### config.mk
export PLATFORM = sky130hd
export DESIGN_NAME = wss_sequencer
export DESIGN_NICKNAME = d
export VERILOG_FILES = /design/src/hw/wss_pkg.sv /design/src/hw/wss_timer_if.sv /design/src/hw/wss_sequencer.sv /design/src/hw/wss_step_timer.sv
export SDC_FILE = /design/constraint.sdc
export NUM_CORES = 1
export LEC_CHECK = 0
export ABC_AREA = 1
export BUFFER_PORTS_ARGS = -buffer_cell sky130_fd_sc_hd__buf_2
export CORE_ASPECT_RATIO = 0.8
export CORE_MARGIN = 2
export CORE_UTILIZATION = 40
export DETAILED_ROUTE_END_ITERATION = 12
export GPL_TIMING_DRIVEN = 0
export SETUP_SLACK_MARGIN = 0.2
export SYNTH_ARGS = -nofsm -noshare
export SYNTH_HDL_FRONTEND = slang
export SYNTH_HIERARCHICAL = 1
export SYNTH_SLANG_ARGS = --single-unit
### constraint.sdc
create_clock -name clk -period 5.5 [get_ports clk]
set_clock_uncertainty 0.05 [all_clocks]
set_input_delay 0.55 -clock clk [delete_from_list [all_inputs] [get_ports clk]]
set_output_delay 0.55 -clock clk [all_outputs]
set_load 0.01 [all_outputs]
### src/hw/wss_pkg.sv
// Overview of operation
// - delay-select one: slot value is an idle time of 10 ms per count, no waveform.
// - delay-select zero: slot value is an effect index into the waveform library.
// - playback trigger asserted: sequencing starts at the first slot, address 0x0F.
// - after one slot finishes, advance to the next slot if its entry is non-zero.
// - sequence ends after the eighth slot, address sequence_slot_eight, has been played.
// - a zero entry stops playback there; nothing is played for it.
// - slot byte: delay-select in bit 7, index or count in bits 6-0, RW, reset zero.
package wss_pkg;
  localparam logic [7:0] WSS_TRIGGER_ADDR = 8'h0c;
  localparam logic [7:0] WSS_FIRST_SLOT_ADDR = 8'h0f;
  localparam logic [7:0] WSS_SLOT7_ADDR = 8'h15;
  localparam logic [7:0] WSS_SLOT8_ADDR = 8'h16;
  localparam logic [7:0] WSS_SLOT_RESET = 8'h00;
  localparam logic [7:0] WSS_UNMAPPED_READ = 8'h00;
  localparam int WSS_DELAY_SEL_BIT = 7;
  localparam int WSS_VALUE_MSB = 6;
  localparam int WSS_VALUE_W = 7;
  localparam int WSS_NUM_SLOTS = 8;
  localparam int WSS_IDX_W = 3;
  localparam logic [2:0] WSS_FIRST_IDX = 3'h0;
  localparam logic [2:0] WSS_SLOT7_IDX = 3'h6;
  localparam logic [2:0] WSS_LAST_IDX = 3'h7;
  localparam logic [7:0] WSS_STOP_ENTRY = 8'h00;
  // delay step and clock rate
  localparam int WSS_STEP_MS = 10;
  localparam int WSS_CLK_KHZ = 250000;
  localparam int WSS_TICKS_PER_STEP = WSS_STEP_MS * WSS_CLK_KHZ;
  typedef enum logic [1:0] {WSS_IDLE, WSS_DECODE, WSS_PLAY, WSS_WAIT} wss_state_t;
endpackage

### src/hw/wss_timer_if.sv
`timescale 1ns/1ps
// carries the idle request from the sequencer to the step timer
interface wss_timer_if;
  logic start;
  logic [6:0] steps;
  logic done;
  modport ctrl (output start, output steps, input done);
  modport timer (input start, input steps, output done);
endinterface

### src/hw/wss_sequencer.sv
`timescale 1ns/1ps
module wss_sequencer #(
  parameter int TICKS_PER_STEP = wss_pkg::WSS_TICKS_PER_STEP
) (
  input wire logic clk,
  input wire logic nrst,
  input wire logic [7:0] regAddr,
  input wire logic regWrEn,
  input wire logic [7:0] regWrData,
  input wire logic regRdEn,
  output logic [7:0] regRdData_r,
  input wire logic playTrigger,
  output logic [2:0] slotReadIdx_r,
  input wire logic [7:0] lowerSlotData,
  input wire logic effectDone,
  output logic effectStart_r,
  output logic [6:0] effectIndex_r,
  output logic idleActive_r,
  output logic busy_r
);
  localparam int IDLE_MAX = 2;

  initial begin
    if (TICKS_PER_STEP < 2) begin
      $error("ticks per step must be at least two");
    end
  end

  logic [7:0] slot7_r;
  logic [7:0] slot8_r;
  logic trigPrev_r;
  logic trigRise;
  logic [7:0] entry;
  wss_pkg::wss_state_t state_r;
  wss_timer_if tmr ();

  wss_step_timer #(.TICKS(TICKS_PER_STEP)) u_timer (
    .clk(clk),
    .nrst(nrst),
    .tmr(tmr)
  );

  assign trigRise = playTrigger && !trigPrev_r;

  // current slot: own bytes for slots seven and eight, the rest come from outside
  always_comb begin
    if (slotReadIdx_r == wss_pkg::WSS_SLOT7_IDX) begin
      entry = slot7_r;
    end else if (slotReadIdx_r == wss_pkg::WSS_LAST_IDX) begin
      entry = slot8_r;
    end else begin
      entry = lowerSlotData;
    end
  end

  // slot registers, full byte read/write
  always_ff @(posedge clk or negedge nrst) begin
    if (!nrst) begin
      slot7_r <= wss_pkg::WSS_SLOT_RESET;
      slot8_r <= wss_pkg::WSS_SLOT_RESET;
    end else if (regWrEn) begin
      if (regAddr == wss_pkg::WSS_SLOT7_ADDR) begin
        slot7_r <= regWrData;
      end
      if (regAddr == wss_pkg::WSS_SLOT8_ADDR) begin
        slot8_r <= regWrData;
      end
    end
  end

  // registered read data, answered one edge after the read strobe
  always_ff @(posedge clk or negedge nrst) begin
    if (!nrst) begin
      regRdData_r <= wss_pkg::WSS_UNMAPPED_READ;
    end else if (regRdEn) begin
      if (regAddr == wss_pkg::WSS_SLOT7_ADDR) begin
        regRdData_r <= slot7_r;
      end else if (regAddr == wss_pkg::WSS_SLOT8_ADDR) begin
        regRdData_r <= slot8_r;
      end else begin
        regRdData_r <= wss_pkg::WSS_UNMAPPED_READ;
      end
    end
  end

  // trigger edge; a held trigger starts only one pass
  always_ff @(posedge clk or negedge nrst) begin
    if (!nrst) begin
      trigPrev_r <= 1'b0;
    end else begin
      trigPrev_r <= playTrigger;
    end
  end

  // the sequencer walks slots in order; a new trigger while busy is ignored
  always_ff @(posedge clk or negedge nrst) begin
    if (!nrst) begin
      state_r <= wss_pkg::WSS_IDLE;
      busy_r <= 1'b0;
      slotReadIdx_r <= wss_pkg::WSS_FIRST_IDX;
    end else begin
      case (state_r)
        wss_pkg::WSS_IDLE: begin
          if (trigRise) begin
            state_r <= wss_pkg::WSS_DECODE;
            busy_r <= 1'b1;
            slotReadIdx_r <= wss_pkg::WSS_FIRST_IDX;
          end
        end
        wss_pkg::WSS_DECODE: begin
          if (entry == wss_pkg::WSS_STOP_ENTRY) begin
            state_r <= wss_pkg::WSS_IDLE;
            busy_r <= 1'b0;
          end else if (entry[wss_pkg::WSS_DELAY_SEL_BIT]) begin
            state_r <= wss_pkg::WSS_WAIT;
          end else begin
            state_r <= wss_pkg::WSS_PLAY;
          end
        end
        wss_pkg::WSS_PLAY, wss_pkg::WSS_WAIT: begin
          if ((state_r == wss_pkg::WSS_PLAY && effectDone) || (state_r == wss_pkg::WSS_WAIT && tmr.done)) begin
            if (slotReadIdx_r == wss_pkg::WSS_LAST_IDX) begin
              state_r <= wss_pkg::WSS_IDLE;
              busy_r <= 1'b0;
            end else begin
              state_r <= wss_pkg::WSS_DECODE;
              slotReadIdx_r <= slotReadIdx_r + 3'h1;
            end
          end
        end
        default: begin
          state_r <= wss_pkg::WSS_IDLE;
          busy_r <= 1'b0;
        end
      endcase
    end
  end

  // effect start pulse and index to the library player
  always_ff @(posedge clk or negedge nrst) begin
    if (!nrst) begin
      effectStart_r <= 1'b0;
      effectIndex_r <= '0;
    end else if (state_r == wss_pkg::WSS_DECODE && entry != wss_pkg::WSS_STOP_ENTRY &&
                 !entry[wss_pkg::WSS_DELAY_SEL_BIT]) begin
      effectStart_r <= 1'b1;
      effectIndex_r <= entry[wss_pkg::WSS_VALUE_MSB:0];
    end else begin
      effectStart_r <= 1'b0;
    end
  end

  // idle request to the step timer; idle flag stands through the wait
  always_comb begin
    tmr.start = (state_r == wss_pkg::WSS_DECODE) && entry[wss_pkg::WSS_DELAY_SEL_BIT];
    tmr.steps = entry[wss_pkg::WSS_VALUE_MSB:0];
  end

  always_ff @(posedge clk or negedge nrst) begin
    if (!nrst) begin
      idleActive_r <= 1'b0;
    end else if (tmr.start) begin
      idleActive_r <= 1'b1;
    end else if (tmr.done) begin
      idleActive_r <= 1'b0;
    end
  end

  AST_ZERO_STOPS: assert property (@(posedge clk) disable iff (!nrst)
    (state_r == wss_pkg::WSS_DECODE && entry == 8'h00) |=> (state_r == wss_pkg::WSS_IDLE && !busy_r && !effectStart_r))
    else $error("zero entry did not stop playback");
  AST_EFFECT_INDEX: assert property (@(posedge clk) disable iff (!nrst)
    (state_r == wss_pkg::WSS_DECODE && entry != 8'h00 && !entry[7]) |=>
    (effectStart_r && effectIndex_r == $past(entry[6:0]) && state_r == wss_pkg::WSS_PLAY))
    else $error("effect index not issued from slot");
  AST_DELAY_NO_WAVE: assert property (@(posedge clk) disable iff (!nrst)
    (state_r == wss_pkg::WSS_DECODE && entry[7]) |=> (idleActive_r && !effectStart_r) [*2])
    else $error("delay slot produced a waveform");
  AST_START_FIRST: assert property (@(posedge clk) disable iff (!nrst)
    (state_r == wss_pkg::WSS_IDLE && trigRise) |=> (slotReadIdx_r == 3'h0 && state_r == wss_pkg::WSS_DECODE && busy_r))
    else $error("playback did not start at first slot");
  AST_ADVANCE: assert property (@(posedge clk) disable iff (!nrst)
    (state_r == wss_pkg::WSS_PLAY && effectDone && slotReadIdx_r != 3'h7) |=>
    (state_r == wss_pkg::WSS_DECODE && slotReadIdx_r == $past(slotReadIdx_r) + 3'h1))
    else $error("sequencer did not advance to next slot");
  // only the finish event of the current state counts; a stray effect done during a wait must not end the pass
  AST_END_LAST: assert property (@(posedge clk) disable iff (!nrst)
    (slotReadIdx_r == wss_pkg::WSS_LAST_IDX &&
     ((state_r == wss_pkg::WSS_PLAY && effectDone) || (state_r == wss_pkg::WSS_WAIT && tmr.done))) |=>
    (state_r == wss_pkg::WSS_IDLE && !busy_r))
    else $error("sequence did not end after last slot");
  AST_READBACK: assert property (@(posedge clk) disable iff (!nrst)
    (regWrEn && regAddr == 8'h15 ##1 regRdEn && regAddr == 8'h15 && !regWrEn) |=>
    regRdData_r == $past(regWrData, 2))
    else $error("slot seven readback mismatch");
  AST_ZERO_DELAY_BOUND: assert property (@(posedge clk) disable iff (!nrst)
    (tmr.start && tmr.steps == 7'h00) |-> ##[1:IDLE_MAX] tmr.done)
    else $error("zero-length delay did not finish promptly");

  // a delay slot keeps the idle flag up and starts nothing for its whole length
  AST_WAIT_NO_EFFECT: assert property (@(posedge clk) disable iff (!nrst)
    (state_r == wss_pkg::WSS_WAIT) |-> (idleActive_r && !effectStart_r))
    else $error("waveform started during a delay slot");
  AST_IDLE_CLEARS: assert property (@(posedge clk) disable iff (!nrst)
    (state_r == wss_pkg::WSS_WAIT && tmr.done) |=> !idleActive_r)
    else $error("idle flag stayed up after the delay ended");
  // the index must stand while an effect plays, so the slot is read only when reached
  AST_IDX_HELD: assert property (@(posedge clk) disable iff (!nrst)
    (state_r == wss_pkg::WSS_PLAY && !effectDone) |=> (slotReadIdx_r == $past(slotReadIdx_r)))
    else $error("slot index moved while an effect was playing");
  AST_BUSY_STATE: assert property (@(posedge clk) disable iff (!nrst)
    busy_r == (state_r != wss_pkg::WSS_IDLE))
    else $error("busy flag disagrees with sequencer state");

  COV_EFFECT: cover property (@(posedge clk) disable iff (!nrst) effectStart_r);
  COV_DELAY: cover property (@(posedge clk) disable iff (!nrst) $rose(idleActive_r));
  COV_LAST_SLOT: cover property (@(posedge clk) disable iff (!nrst)
    slotReadIdx_r == 3'h7 && state_r == wss_pkg::WSS_PLAY);
  COV_ZERO_STOP: cover property (@(posedge clk) disable iff (!nrst)
    state_r == wss_pkg::WSS_DECODE && entry == 8'h00 && slotReadIdx_r != 3'h0);
  COV_ZERO_DELAY: cover property (@(posedge clk) disable iff (!nrst)
    tmr.start && tmr.steps == 7'h00);
endmodule

### src/hw/wss_step_timer.sv
`timescale 1ns/1ps
module wss_step_timer #(
  parameter int TICKS = wss_pkg::WSS_TICKS_PER_STEP
) (
  input wire logic clk,
  input wire logic nrst,
  wss_timer_if.timer tmr
);
  localparam int TW = (TICKS < 2) ? 1 : $clog2(TICKS);

  initial begin
    if (TICKS < 2) begin
      $error("step timer needs at least two ticks per step");
    end
  end

  logic [TW-1:0] tickCnt_r;
  logic [6:0] stepsLeft_r;
  logic running_r;
  logic done_r;

  assign tmr.done = done_r;

  // counts whole steps of clock ticks; a zero count finishes on the next edge
  always_ff @(posedge clk or negedge nrst) begin
    if (!nrst) begin
      tickCnt_r <= '0;
      stepsLeft_r <= '0;
      running_r <= 1'b0;
      done_r <= 1'b0;
    end else if (tmr.start) begin
      tickCnt_r <= '0;
      stepsLeft_r <= tmr.steps;
      running_r <= 1'b1;
      done_r <= 1'b0;
    end else if (running_r) begin
      if (stepsLeft_r == 7'h00) begin
        running_r <= 1'b0;
        done_r <= 1'b1;
      end else if (tickCnt_r == TW'(TICKS - 1)) begin
        tickCnt_r <= '0;
        stepsLeft_r <= stepsLeft_r - 7'h01;
      end else begin
        tickCnt_r <= tickCnt_r + 1'b1;
      end
    end else begin
      done_r <= 1'b0;
    end
  end
endmodule

==> Word-level counts from Yosys, hierarchy flattened <==
Index checks and enable logic that the tools add are counted.
{ "word_totals": {"out_inout_bits": 21, "word_cells": 93, "input_bits": 30, "ff_bits": 71} }
{ "op_classes": {"muxes": 36, "n_reduce_logical": 25, "n_addsub": 3, "eq_ne": 15} }
{ "op_table": {"columns": ["op", "count"], "rows": [
  ["2-to-1 mux 22 bit", 4],
  ["2-to-1 mux 8 bit", 4],
  ["2-to-1 mux 7 bit", 4],
  ["adder 22 x 1 -> 22 bit, second input constant", 1],
  ["== test 22 bit, second input constant", 1],
  ["== test 8 x 5 -> 1 bit, second input constant", 2],
  ["2-to-1 mux 1 bit", 15],
  ["inequality test 2 bit, second input constant", 6],
  ["2-to-1 mux 3 bit", 3],
  ["zero test 8 bit", 1],
  ["AND reduction 2 bit", 4],
  ["AND reduction 4 bit", 2],
  ["nonzero test 2 bit", 4],
  ["nonzero test 8 bit", 1],
  ["zero test 7 bit", 1],
  ["subtractor 7 x 1 -> 7 bit, second input constant", 1],
  ["== test 3 bit, second input constant", 2],
  ["logical AND 1 bit", 6],
  ["2-to-1 mux 2 bit", 3],
  ["case mux 2 bit (3 select lines)", 1],
  ["case mux 3 bit (2 select lines)", 1],
  ["== test 2 bit, second input constant", 2],
  ["adder 3 x 1 -> 3 bit, second input constant", 1],
  ["inequality test 3 bit, second input constant", 1],
  ["7 further kinds", 8]
]} }

==> Longest topological paths before layout <==
Gate-level depths: netlist of the first run.
{ "logic_depth": {"word_depth": 7, "mapped_depth": 17, "depth_no_buf": 15} }

==> Hierarchy <==
The synthesis of the first run kept the hierarchy.
{ "modules_own_cells": {"columns": ["module", "instances", "area_each_um2", "cells_each", "seq_area_each_um2"], "rows": [
  ["wss_step_timer", 1, 2090.8, 315, 775.7],
  ["wss_sequencer", 1, 2087.0, 262, 1001.0]
]} }

==> Worst setup path after synthesis of the first run <==
Ideal clock, no wire load.
{ "synth_path": {"path_kind": "reg-to-reg", "start": "reg slotReadIdx_r[0]", "end": "reg u_timer.stepsLeft_r[3]", "stages_incl_launch_ff": 16, "setup_ns": 0.083, "synth_period_minus_slack_ns": 2.283, "path_slack_ns": 3.217, "n_path_buf": 2, "required_ns": 5.367, "arrival_time_ns": 2.150, "cell_sequence": "dfrtp_1 ha_1 ha_1 buf_6 nand2_1 nand3_2 nand2_4 inv_1 nand2_1 inv_1 inv_1 clkbuf_1 o21ai_0 nand2_1 nand2_1 o21ai_0"} }
{ "synth_via": {"elab_chain_cells": 6} }
{ "synth_rtl": {"columns": ["item", "line", "source"], "rows": [
  ["start, declared", "wss_sequencer.sv:13", "output logic [2:0] slotReadIdx_r,"],
  ["start signal, assigned", "wss_sequencer.sv:100", "slotReadIdx_r <= wss_pkg::WSS_FIRST_IDX;"],
  ["start signal, assigned", "wss_sequencer.sv:107", "slotReadIdx_r <= wss_pkg::WSS_FIRST_IDX;"],
  ["start signal, assigned", "wss_sequencer.sv:127", "slotReadIdx_r <= slotReadIdx_r + 3'h1;"],
  ["== test 3 bit", "wss_sequencer.sv:49", "end else if (slotReadIdx_r == wss_pkg::WSS_LAST_IDX) begin"],
  ["2-to-1 mux 8 bit", "wss_sequencer.sv:49", null],
  ["2-to-1 mux 8 bit (*)", "wss_sequencer.sv:47", "if (slotReadIdx_r == wss_pkg::WSS_SLOT7_IDX) begin"],
  ["logical AND 1 bit (*)", "wss_sequencer.sv:155", "tmr.start = (state_r == wss_pkg::WSS_DECODE) && entry[wss_pkg::WSS_DELAY_SEL_BIT];"],
  ["via tmr.start", "wss_timer_if.sv:4", "logic start;"],
  ["inequality test 2 bit (no source line) or nonzero test 2 bit (tied branches)", null, null],
  ["AND reduction 3 bit (no source line)", null, null],
  ["end signal, assigned", "wss_step_timer.sv:33", "stepsLeft_r <= tmr.steps;"],
  ["end signal, assigned", "wss_step_timer.sv:42", "stepsLeft_r <= stepsLeft_r - 7'h01;"],
  ["end, declared", "wss_step_timer.sv:18", "logic [6:0] stepsLeft_r;"]
]} }
Mark *: on every way through the listed nets, which the timed path passes. The rest lies on a longest branch.
A chain may end at the register's enable or synchronous reset.

==> Worst setup path after layout of the first run <==
Ends and elaborated chain as after synthesis.

==> results of run 1 <==
## how the worst max path moves through the flow
stage                                         to  cells past startpoint
after detailed placement  u_timer/stepsLeft_r[3]                     15
after floorplan           u_timer/stepsLeft_r[3]                     15
after global placement    u_timer/stepsLeft_r[3]                     15
after global routing      u_timer/stepsLeft_r[5]                     15
final                     u_timer/stepsLeft_r[3]                     15
after CTS                 u_timer/stepsLeft_r[5]                     15
## cell type report
cell class | instances | share of cell area [%]
flip-flops and latches | 71 | 36.2
clock inverters | 4 | 0.459
multi-input cells | 419 | 41.3
inverters | 78 | 6.12
clock buffers | 11 | 4.95
repair buffers | 52 | 5.91
well taps | 140 | 3.57
plain buffers | 9 | 1.50
## flip-flops by register name, summed over array words and instances, names as in the netlist, 2 cells and up
name                 flops
regRdData_r              8
u_timer/stepsLeft_r      7
slot7_r                  8
u_timer/tickCnt_r       22
effectIndex_r            7
slot8_r                  8
state_r                  2
slotReadIdx_r            3
## cells in the mapped netlist (all sizes together)
cell	number	share of area, %
xor2	3	0.63
nor4	3	0.81
o31ai	2	0.36
dfrtp	71	43
a21oi	5	0.60
buf	7	1.6
a31oi	1	0.15
clkbuf	2	0.18
nand2	199	19
nor3b	2	0.36
nand4	21	3.1
nand3	37	5.1
inv	78	7.2
o21ai	49	6.8
ha	7	2.1
and3	1	0.15
nor3	7	0.84
o21bai	1	0.18
nor2	80	8.1
nand3b	1	0.18
## stage by stage
stage	std cells	cell area, µm²	total power [mW]
4_1_cts	784	4910	1.99
2_1_floorplan	577	4180	1.22
3_3_place_gp	767	4600	1.43
3_5_place_dp	768	4630	1.45
5_1_grt	784	4910	2.12
6_report	784	4910	1.98
## critical path: cells and delay by family, from the launching register on
kind            cells  cell delay (ns)
compound gates      2             0.25
flops               1             0.42
fa+ha+maj           2             0.40
simple gates        6             0.54
buf+inv             5             0.91
## repair_timing
action / CTS / global route
hold endpoints to repair: 6 / 0
setup endpoints to repair: 0 / 0
hold buffers: 1 / 0
## power breakdown
group | internal (mW) | leakage (nW) | switching, mW
clock network | 0.312 | 0.131 | 0.216
logic | 0.237 | 1.61 | 0.481
registers | 0.633 | 0.870 | 0.0971
total | 1.18 | 2.61 | 0.794
## placed cells by master, fill, tap and decap left out, types with 2 or more instances in the layout
cell type | netlist | layout
a21oi_1 | 5 | 5
nand3_2 | 3 | 3
nand2_2 | 8 | 8
clkinv_2 | 0 | 3
o21ai_4 | 2 | 2
ha_1 | 7 | 7
o21ai_2 | 4 | 4
nor3_1 | 7 | 7
nand3_1 | 33 | 33
clkbuf_1 | 2 | 3
buf_2 | 2 | 51
xor2_1 | 3 | 3
nor2_4 | 2 | 2
nor4_1 | 2 | 2
o31ai_1 | 2 | 2
inv_1 | 75 | 75
o21ai_0 | 42 | 42
nor2_1 | 69 | 69
nand2_1 | 187 | 187
nand4_1 | 21 | 21
nand2_4 | 4 | 4
buf_6 | 5 | 5
nor2_2 | 9 | 9
nor3b_1 | 2 | 2
clkbuf_16 | 0 | 9
dfrtp_1 | 71 | 71
## per-layer routing
metal / global-route usage [%] / wire length [µm] / up-vias
li1: - / - / 1956
met1: 27.1 / 5210 / 1789
met2: 28.9 / 4120 / 113
met3: 4.55 / 659 / 11
met4: 6.33 / 116 / 0
met5: 0 / 0 / -
## cells by family after synthesis
kind of cell / Yosys count / share of synthesized area (%)
and+or+nand+nor: 351 / 37.7
buffers and inverters: 87 / 8.95
DFF: 71 / 42.5
AOI/OAI and AO/OA: 58 / 8.06
adders and majority gates: 7 / 2.10
xor gates and xnor gates: 3 / 0.629
==> summary.md, run 1 <==
| Metric | Value |
|---|---|
| Largest net degree at the start of global routing | 62 |
| # DRC | 0 |
| Setup slack after layout | 2.85 ns |
| Post-synthesis register bit count | 71 |
| Core Area | 0.0102 mm² |
| CP required | around 5.7 ns |
| Die area | 0.0113 mm² |
| R2R setup slack | around 2.9 ns |
| R2R Path Start | slotReadIdx_r[0] |
| RSZ-0062 raised after global routing | no |
| Syn_nets | 614 |
| Avg Inst Size Synth | 7.24 µm² |
| H-tree lvl count | 3 |
| Detailed-route wire length | 10100 µm |
| Sequential Area | 0.00178 mm² |
| Share of cells above drive strength 1 | 16.9% |
| CTS tree | done |
| Unique cell type count in the Yosys netlist | 34 |
| Hold Path Stages | 1 |
| Slowest-stage cell, CP | clkbuf_1 |
| Hold WS | 0.287 ns |
| Max-Cap Viols | 0 |
| Worst path max stage delay | 0.43 ns |
| Rows | 33 |
| Worst rel slew slack | 67.3% |
| Chip width | 118 µm |
| Multi-input gate area | ~0.002 mm² |
| Yosys warning total | 6 |
| Gate Count Post-Synth | 577 |
| Clock root cell | clkbuf_16 |
| Leakage power | roughly 2.6 nW |
| Post-CTS sizing | 0 |
| Tcrit/Tclk final | 48.2% |
| Reg clk slew, reported paths | about 0.050 ns |
| Hold EP | trigPrev_r |
| VDD IR max | 0.192 mV |
| Final net count | 677 |
| Post-synthesis sequential area ratio | 42.5% |
| Final min period | around 2.6 ns |
| Filler cells | 1057 |
| Max-slew violation count | 0 |
| Synth Cell Area | between 0.004 and 0.005 mm² |
| Crit Reg-Reg Endpoint | u_timer/stepsLeft_r[3] |
| Initial Util | between 40 and 50% |
| Setup Viol. Count Final | 0 |
| Postcts setup bufs | 0 |
| Vias in the first global route | 3558 |
| CTS Buf Count | 9 |
| Max Root-Sink Buffers | 2 |
| # diodes | 0 |
| CP Capture Type | register |
| Crit-path cells | ha_1, ha_1, buf_6, nand2_1, nand3_2, nand2_4, inv_1, nand2_1, inv_1, inv_1, clkbuf_1, o21ai_0, nand2_1, nand2_1, o21ai_0 |
| Drt pass-1 iters | 5 |
| Via density | 4.93 |
| Kind of critical path | reg -> reg |
| Place WS | about 2.9 ns |
| Most used cell, CP | nand2_1 |
| Final ANT Viol Nets | 0 |
| GRT Resource Usage Total | 19.1% |
| Initial antenna violation count | 0 |
| Crit Path Max Fanout | 10 |
| Fmax | roughly 380 MHz |
| Die outline height | 95.4 µm |
| Worst reg-to-reg path cell count | 15 |
| Pin slew with the least headroom to its limit | a little under 0.5 ns |
| PortBufs | 50 |
| First-pass GRT wire length | 16900 µm |
| Remaining Overflow, GRT | 0 |
| Clock Latency Late Sink | 0.33 ns |
| Arr. time, crit path | about 2.9 ns |
| P per Cell Area | between 400 and 500 mW/mm² |
| Finished Core Util | 48.1% |
| Clk sink count | around 70 |
| Gpl congestion | between 0.9 and 1 |
| Hold path startpoint | playTrigger |
| Final Hold Fails | 0 |
| Worst min path class | in -> reg |
| Io pins | 51 |
| Area delta synth->final | 17.5% |
| Post-DP HPWL | 7580 µm |
| DR iter-0 viols | 330 |
| Critical Path Source | slotReadIdx_r[0] |
| Setup_tns | 0 ns |
| Status | finished clean |
| Via count | 3869 |
| Critical Path Source Type | register |
| DR WL/cell | 12.9 µm |
Power figures use the tool's default switching activity.
==> inputs of run 2 (changes only) <==
Settings changed: ABC_AREA 1 to 0.
Clock period 5.5 ns to 2.45 ns, I/O delays scaled along.
==> run 2 against run 1 <==
Routed wire length grew 21%. Register-to-register slack lost 2.8 ns. Fmax grew 9.5%. Global-route usage grew 3.6 points. Critical path type unchanged.
==> summary.md, run 2 <==
| Metric | Value |
|---|---|
| Detailed-route wire length | 12300 µm |
| Drt pass-1 iters | 4 |
| Synth Cell Area | 0.00408 mm² |
| Final ANT Viol Nets | 0 |
| Via count | about 3.7k |
| CTS tree | done |
| Clk sink count | 71 |
| Dominant synthesized flop cell | dfrtp_1 |
| Gpl congestion | ~0.93 |
| Core Area | 0.00977 mm² |
| Tcrit/Tclk final | 98.7% |
| Commonest non-fill, non-tap cell in the layout | dfrtp_1 |
| Setup Viol. Count Final | 0 |
| Max-Cap Viols | 0 |
| Chip width | around 120 µm |
| # DRC | 0 |
| Avg Inst Size Synth | 10.1 µm² |
| Leakage power | 2.52 nW |
| Kind of critical path | reg -> reg |
| Via density | 5.74 |
| Post-DP HPWL | 7740 µm |
| DR WL/cell | ~19 µm |
| Final min period | around 2.4 ns |
| CP Capture Type | register |
| Setup_tns | 0 ns |
| Commonest cells after routing, fill and taps aside | 65 x dfrtp_1, 49 x buf_2, 31 x buf_4 |
| Die area | 0.0110 mm² |
| Initial antenna violation count | 0 |
| Area leader, netlist | dfrtp_1 |
| Synth cell count leaders | 71 x dfrtp_1, 29 x nand2_1, 28 x a21oi_1, 22 x inv_1, 22 x nor2_1 |
| Arr. time, crit path | 2.59 ns |
| Yosys warning total | 6 |
| P per Cell Area | 864 mW/mm² |
| DR iter-0 viols | 217 |
| Final Instance Count excl. Fillers | 645 |
| CTS Buf Count | 9 |
| Number of synthesized flops with an enable pin | 0 |
| Io pins | 51 |
| Flip-flop count of the largest register after layout | 22 |
| Max-slew violation count | 0 |
| Fmax | 413 MHz |
| Reg clk slew, reported paths | approximately 0.06 ns |
| Placed cells | 588 |
| Crit Path Max Fanout | 3 |
| Synth area leaders | dfrtp_1 44%, mux2_2 5.5%, a21oi_1 3.4% |
| Setup slack after layout | 0.0313 ns |
| Max Root-Sink Buffers | 2 |
| Final net count | around 540 |
| Rows | 32 |
| Die outline height | 94.3 µm |
| # diodes | 0 |
| First-pass GRT wire length | 18900 µm |
| Unique cell type count in the Yosys netlist | 63 |
| Area delta synth->final | 43.2% |
| H-tree lvl count | 3 |
| Ys async rst share | 100% |
| RSZ-0062 raised after global routing | yes |
| Synth top area share | 43.6% |
| Hold WS | 0.110 ns |
| Clock Latency Late Sink | about 0.33 ns |
| Worst min path class | in -> reg |
| Clock root cell | clkbuf_16 |
| Share of cells above drive strength 1 | ~45% |
| Worst rel slew slack | 59.6% |
| Syn_nets | 439 |
| Pin slew with the least headroom to its limit | approximately 0.60 ns |
| Design Power | 5.05 mW |
| Final Hold Fails | 0 |
| Post-synthesis sequential area ratio | a little over two fifths |
| Remaining Overflow, GRT | 0 |
| Vias in the first global route | 3572 |
| VDD IR max | approximately 0.43 mV |
| PortBufs | 49 |
| Initial Util | 41.7% |
| Critical Path Source Type | register |
| Place WS | -0.317 ns |
| GRT Resource Usage Total | 22.7% |
| Status | finished clean |
| CP required | approximately 2.6 ns |
| Largest net degree at the start of global routing | 71 |
| Top reg by flops | u_timer/tickCnt_r |
| Post-synthesis register bit count | a little over 70 |
| Gate Count Post-Synth | approximately 400 |
| Most common cell in the netlist | dfrtp_1 |
-- run 2: cell types whose count changed after synthesis, sizes merged, moves of 10 or more --
| cell | before | now |
|---|---|---|
| mux2 | 0 | 26 |
| inv | 78 | 24 |
| nor2 | 80 | 22 |
| a22oi | 0 | 11 |
| nand4 | 21 | 11 |
| a21oi | 5 | 30 |
| o21ai | 49 | 20 |
| nand2 | 199 | 32 |
| nand3 | 37 | 16 |
| mux2i | 0 | 10 |
| nor4 | 3 | 14 |
-- run 2: final timing paths --
kind,cells after the start,slack (ns),from,end
worst max register to register,7,0.03,u_timer/tickCnt_r[5],u_timer/stepsLeft_r[5]
max in group asynchronous,3,1.61,nrst,u_timer/tickCnt_r[1]
worst max-delay path,7,0.03,u_timer/tickCnt_r[5],u_timer/stepsLeft_r[5]
worst min register to register,1,0.44,effectIndex_r[5],effectIndex_r[5]
min in group asynchronous,2,0.19,nrst,regRdData_r[5]
worst min-delay path,2,0.11,regWrData[7],slot8_r[7]
-- run 2: routing by layer --
layer	share of wire, %	track usage, %
met5	0	0
met4	1.2	7.65
met3	6.6	4.90
met2	44	31.7
met1	49	34.4
-- run 2: worst max-delay path, stage by stage (launching register included) --
cell and delay, ns:
dfrtp_1 0.37, buf_6 0.12, or4b_4 0.47, or4_4 0.56, buf_6 0.15, nor4b_4 0.22
xor2_1 0.10, mux2_2 0.26
-- run 2: power by group --
| group | total (mW) | switching (mW) | internal (mW) | leakage [nW] |
|---|---|---|---|---|
| sequential | 1.72 | 0.279 | 1.44 | 0.919 |
| combinational | 1.97 | 1.05 | 0.924 | 1.45 |
| clock | 1.35 | 0.511 | 0.842 | 0.152 |
-- run 2: area by class of cell --
type	count	area, µm²
Timing Repair Buffer	91	664
Fill cell	836	3930
Clock buffer	11	253
Inverter	24	90.1
Multi-Input combinational cell	291	2610
Tap cell	136	170
Buffer	16	210
Sequential cell	71	1780
Clock inverter	5	56.3
-- run 2: stage by stage --
stage          util, %  area, µm²
4_1_cts           55.3       5400
3_3_place_gp      46.8       4570
5_1_grt           59.8       5840
3_5_place_dp      47.1       4600
2_1_floorplan        -       4160
6_report          59.8       5840
-- run 2: cells by family (layout without fill, tap and decap cells) --
group | count (synthesis) | in the layout | synth area share, %
AOI/OAI and AO/OA | 92 | 92 | 15.2
DFF | 71 | 71 | 43.6
adders and majority gates | 7 | 7 | 2.15
buffers and inverters | 40 | 147 | 4.30
and+or+nand+nor | 149 | 149 | 22.0
muxes | 36 | 36 | 11.3
xor gates and xnor gates | 7 | 7 | 1.50
-- run 2: repair_timing --
item,4_1_cts,5_1_grt
gates cloned,5,1
hold buffers,2,0
hold endpoints to repair,72,0
setup endpoints to repair,40,41
pin swaps,20,16
setup buffers,17,16
gates resized for setup,51,63
==> inputs of run 3 (changes only) <==
==> constraint.sdc (replaced) <==
create_clock -name clk -period 2.45 [get_ports clk]
set_clock_uncertainty 0.05 [all_clocks]
set_input_delay 0.49 -clock clk [delete_from_list [all_inputs] [get_ports clk]]
set_output_delay 0.49 -clock clk [all_outputs]
set_load 0.01 [all_outputs]
==> run 3 against run 2 <==
Worst hold slack better by 0.11 ns. Worst setup slack better by 0.00070 ns. Sequential power hardly changed. Non-clock buffer count is 1 lower. Clock power hardly changed. Total power hardly changed. Largest cell class unchanged.
==> summary.md, run 3 (same netlist as run 2, synthesis figures left out) <==
| Metric | Value |
|---|---|
| Status | finished clean |
| CTS Buf Count | 9 |
| Filler cells | roughly 840 |
| Share of cells above drive strength 1 | 45.5% |
| Crit Path Max Fanout | 3 |
| Detailed-route wire length | 12200 µm |
| Gpl congestion | 0.929 |
| Final net count | 540 |
| Flip-flop count of the largest register after layout | 22 |
| Final Instance Count excl. Fillers | 644 |
| Final min period | 2.42 ns |
| Placed cells | 588 |
| Worst min path class | in -> reg |
| Via count | 3681 |
| First-pass GRT wire length | 18900 µm |
| PortBufs | 49 |
| Vias in the first global route | 3567 |
| Area delta synth->final | 42.9% |
| Clk sink count | 71 |
| Remaining Overflow, GRT | 0 |
| CP Capture Type | register |
| Worst rel slew slack | 56.6% |
| Final Hold Fails | 0 |
| Top reg by flops | u_timer/tickCnt_r |
| Core Area | 0.00977 mm² |
| Largest net degree at the start of global routing | slightly above 70 |
| Critical Path Source Type | register |
| Hold path startpoint | playTrigger |
| Pin slew with the least headroom to its limit | 0.644 ns |
| Setup Viol. Count Final | 0 |
| Commonest non-fill, non-tap cell in the layout | dfrtp_1 |
| Met2 Track Usage GR | 31.7% |
| Rows | 32 |
| Busiest grt layer | met1 |
| Leakage power | 2.52 nW |
| VDD IR max | approximately 0.43 mV |
| Met3 Usage GRT | between 4 and 5% |
| # DRC | 0 |
| Max Root-Sink Buffers | 2 |
| H-tree lvl count | 3 |
| Die outline height | between 90 and 100 µm |
| Tcrit/Tclk final | 98.7% |
| # diodes | 0 |
| Chip width | 117 µm |
| Reg clk slew, reported paths | around 0.060 ns |
| RSZ-0062 raised after global routing | yes |
| Initial antenna violation count | 0 |
| Max-Cap Viols | 0 |
| Final ANT Viol Nets | 0 |
| Arr. time, crit path | between 2 and 3 ns |
| DR WL/cell | 19.0 µm |
| CTS tree | done |
| Met1 Use GR | 34.4% |
| Drt pass-1 iters | 5 |
| Io pins | 51 |
| Critical Path Source | u_timer/tickCnt_r[5] |
| GRT Resource Usage Total | 22.7% |
| Commonest cells after routing, fill and taps aside | 65 x dfrtp_1, 49 x buf_2, 31 x buf_4 |
| Initial Util | between 40% and 50% |
| Clock Latency Late Sink | 0.34 ns |
| Max-slew violation count | 0 |
| P per Cell Area | 866 mW/mm² |
| R2R Path Start | u_timer/tickCnt_r[5] |
| DR iter-0 viols | 226 |
| Fmax | 414 MHz |
| Clock root cell | clkbuf_16 |
| Die area | 0.0110 mm² |
| Post-DP HPWL | 7740 µm |
| Setup_tns | 0 ns |
| Kind of critical path | reg -> reg |
| Via density | 5.72 |
| CP required | 2.62 ns |
==> run 3: changes by cell type in the layout (fill, tap and decap cells not counted), sizes merged <==
cell,delta
dlygate4sd3,-1
==> run 3: repair_timing <==
action / CTS / global route
gates cloned: 5 / 1
pin swaps: 20 / 16
buffers inserted: 17 / 16
setup endpoints to repair: 40 / 41
hold buffers: 1 / 0
endpoints found under the hold margin: 1 / 0
gates resized for setup: 51 / 63
==> run 3: path summary, 6_finish.rpt <==
| path | slack, ns | endpoint | cells after the start |
|---|---|---|---|
| max | 0.03 | u_timer/stepsLeft_r[5] | 7 |
| min | 0.22 | trigPrev_r | 1 |
| max reg2reg | 0.03 | u_timer/stepsLeft_r[5] | 7 |
| min reg2reg | 0.44 | effectIndex_r[5] | 1 |
| max in group asynchronous | 1.37 | u_timer/tickCnt_r[1] | 3 |
| min in group asynchronous | 0.44 | regRdData_r[5] | 2 |
==> run 3: stage by stage <==
stage          util (%)  instance area, µm²  power, mW  worst slack (ns)  hold WS (ns)
5_1_grt            59.7                5830       5.31           0.00707         0.219
2_1_floorplan         -                4160       2.62             0.159         0.144
4_1_cts            55.2                5390       4.73            0.0503         0.215
3_5_place_dp       47.1                4600       3.09            -0.317         0.239
6_report           59.7                5830       5.05            0.0320         0.224
3_3_place_gp       46.8                4570       3.05            -0.344         0.424
==> run 3: final cells by class <==
class	instances	area, µm²	area share (%)
multi-input combinational	291	2610	44.8
clock buffer	11	253	4.34
timing repair buffer	90	654	11.2
inverter	24	90.1	1.55
buffer	16	210	3.61
clock inverter	5	56.3	0.966
tap	136	170	2.92
sequential	71	1780	30.6
==> run 3: report_power, final <==
part	switching (mW)	internal, mW	total (mW)
clock	0.512	0.842	1.35
sequential	0.279	1.44	1.72
combinational	1.05	0.923	1.97
total	1.84	3.20	5.05
==> run 3: routing by layer <==
metal  part of all wire, %  up-vias
met5                     0        -
met3                   5.7       15
li1                      -     1712
met4                   1.2        0
met2                    44      112
met1                    49     1842
==> run 3: worst max-delay path: stages (launching register included) <==
cell	delay (ns)
dfrtp_1	0.37
buf_6	0.12
or4b_4	0.48
or4_4	0.56
buf_6	0.15
nor4b_4	0.22
xor2_1	0.10
mux2_2	0.26
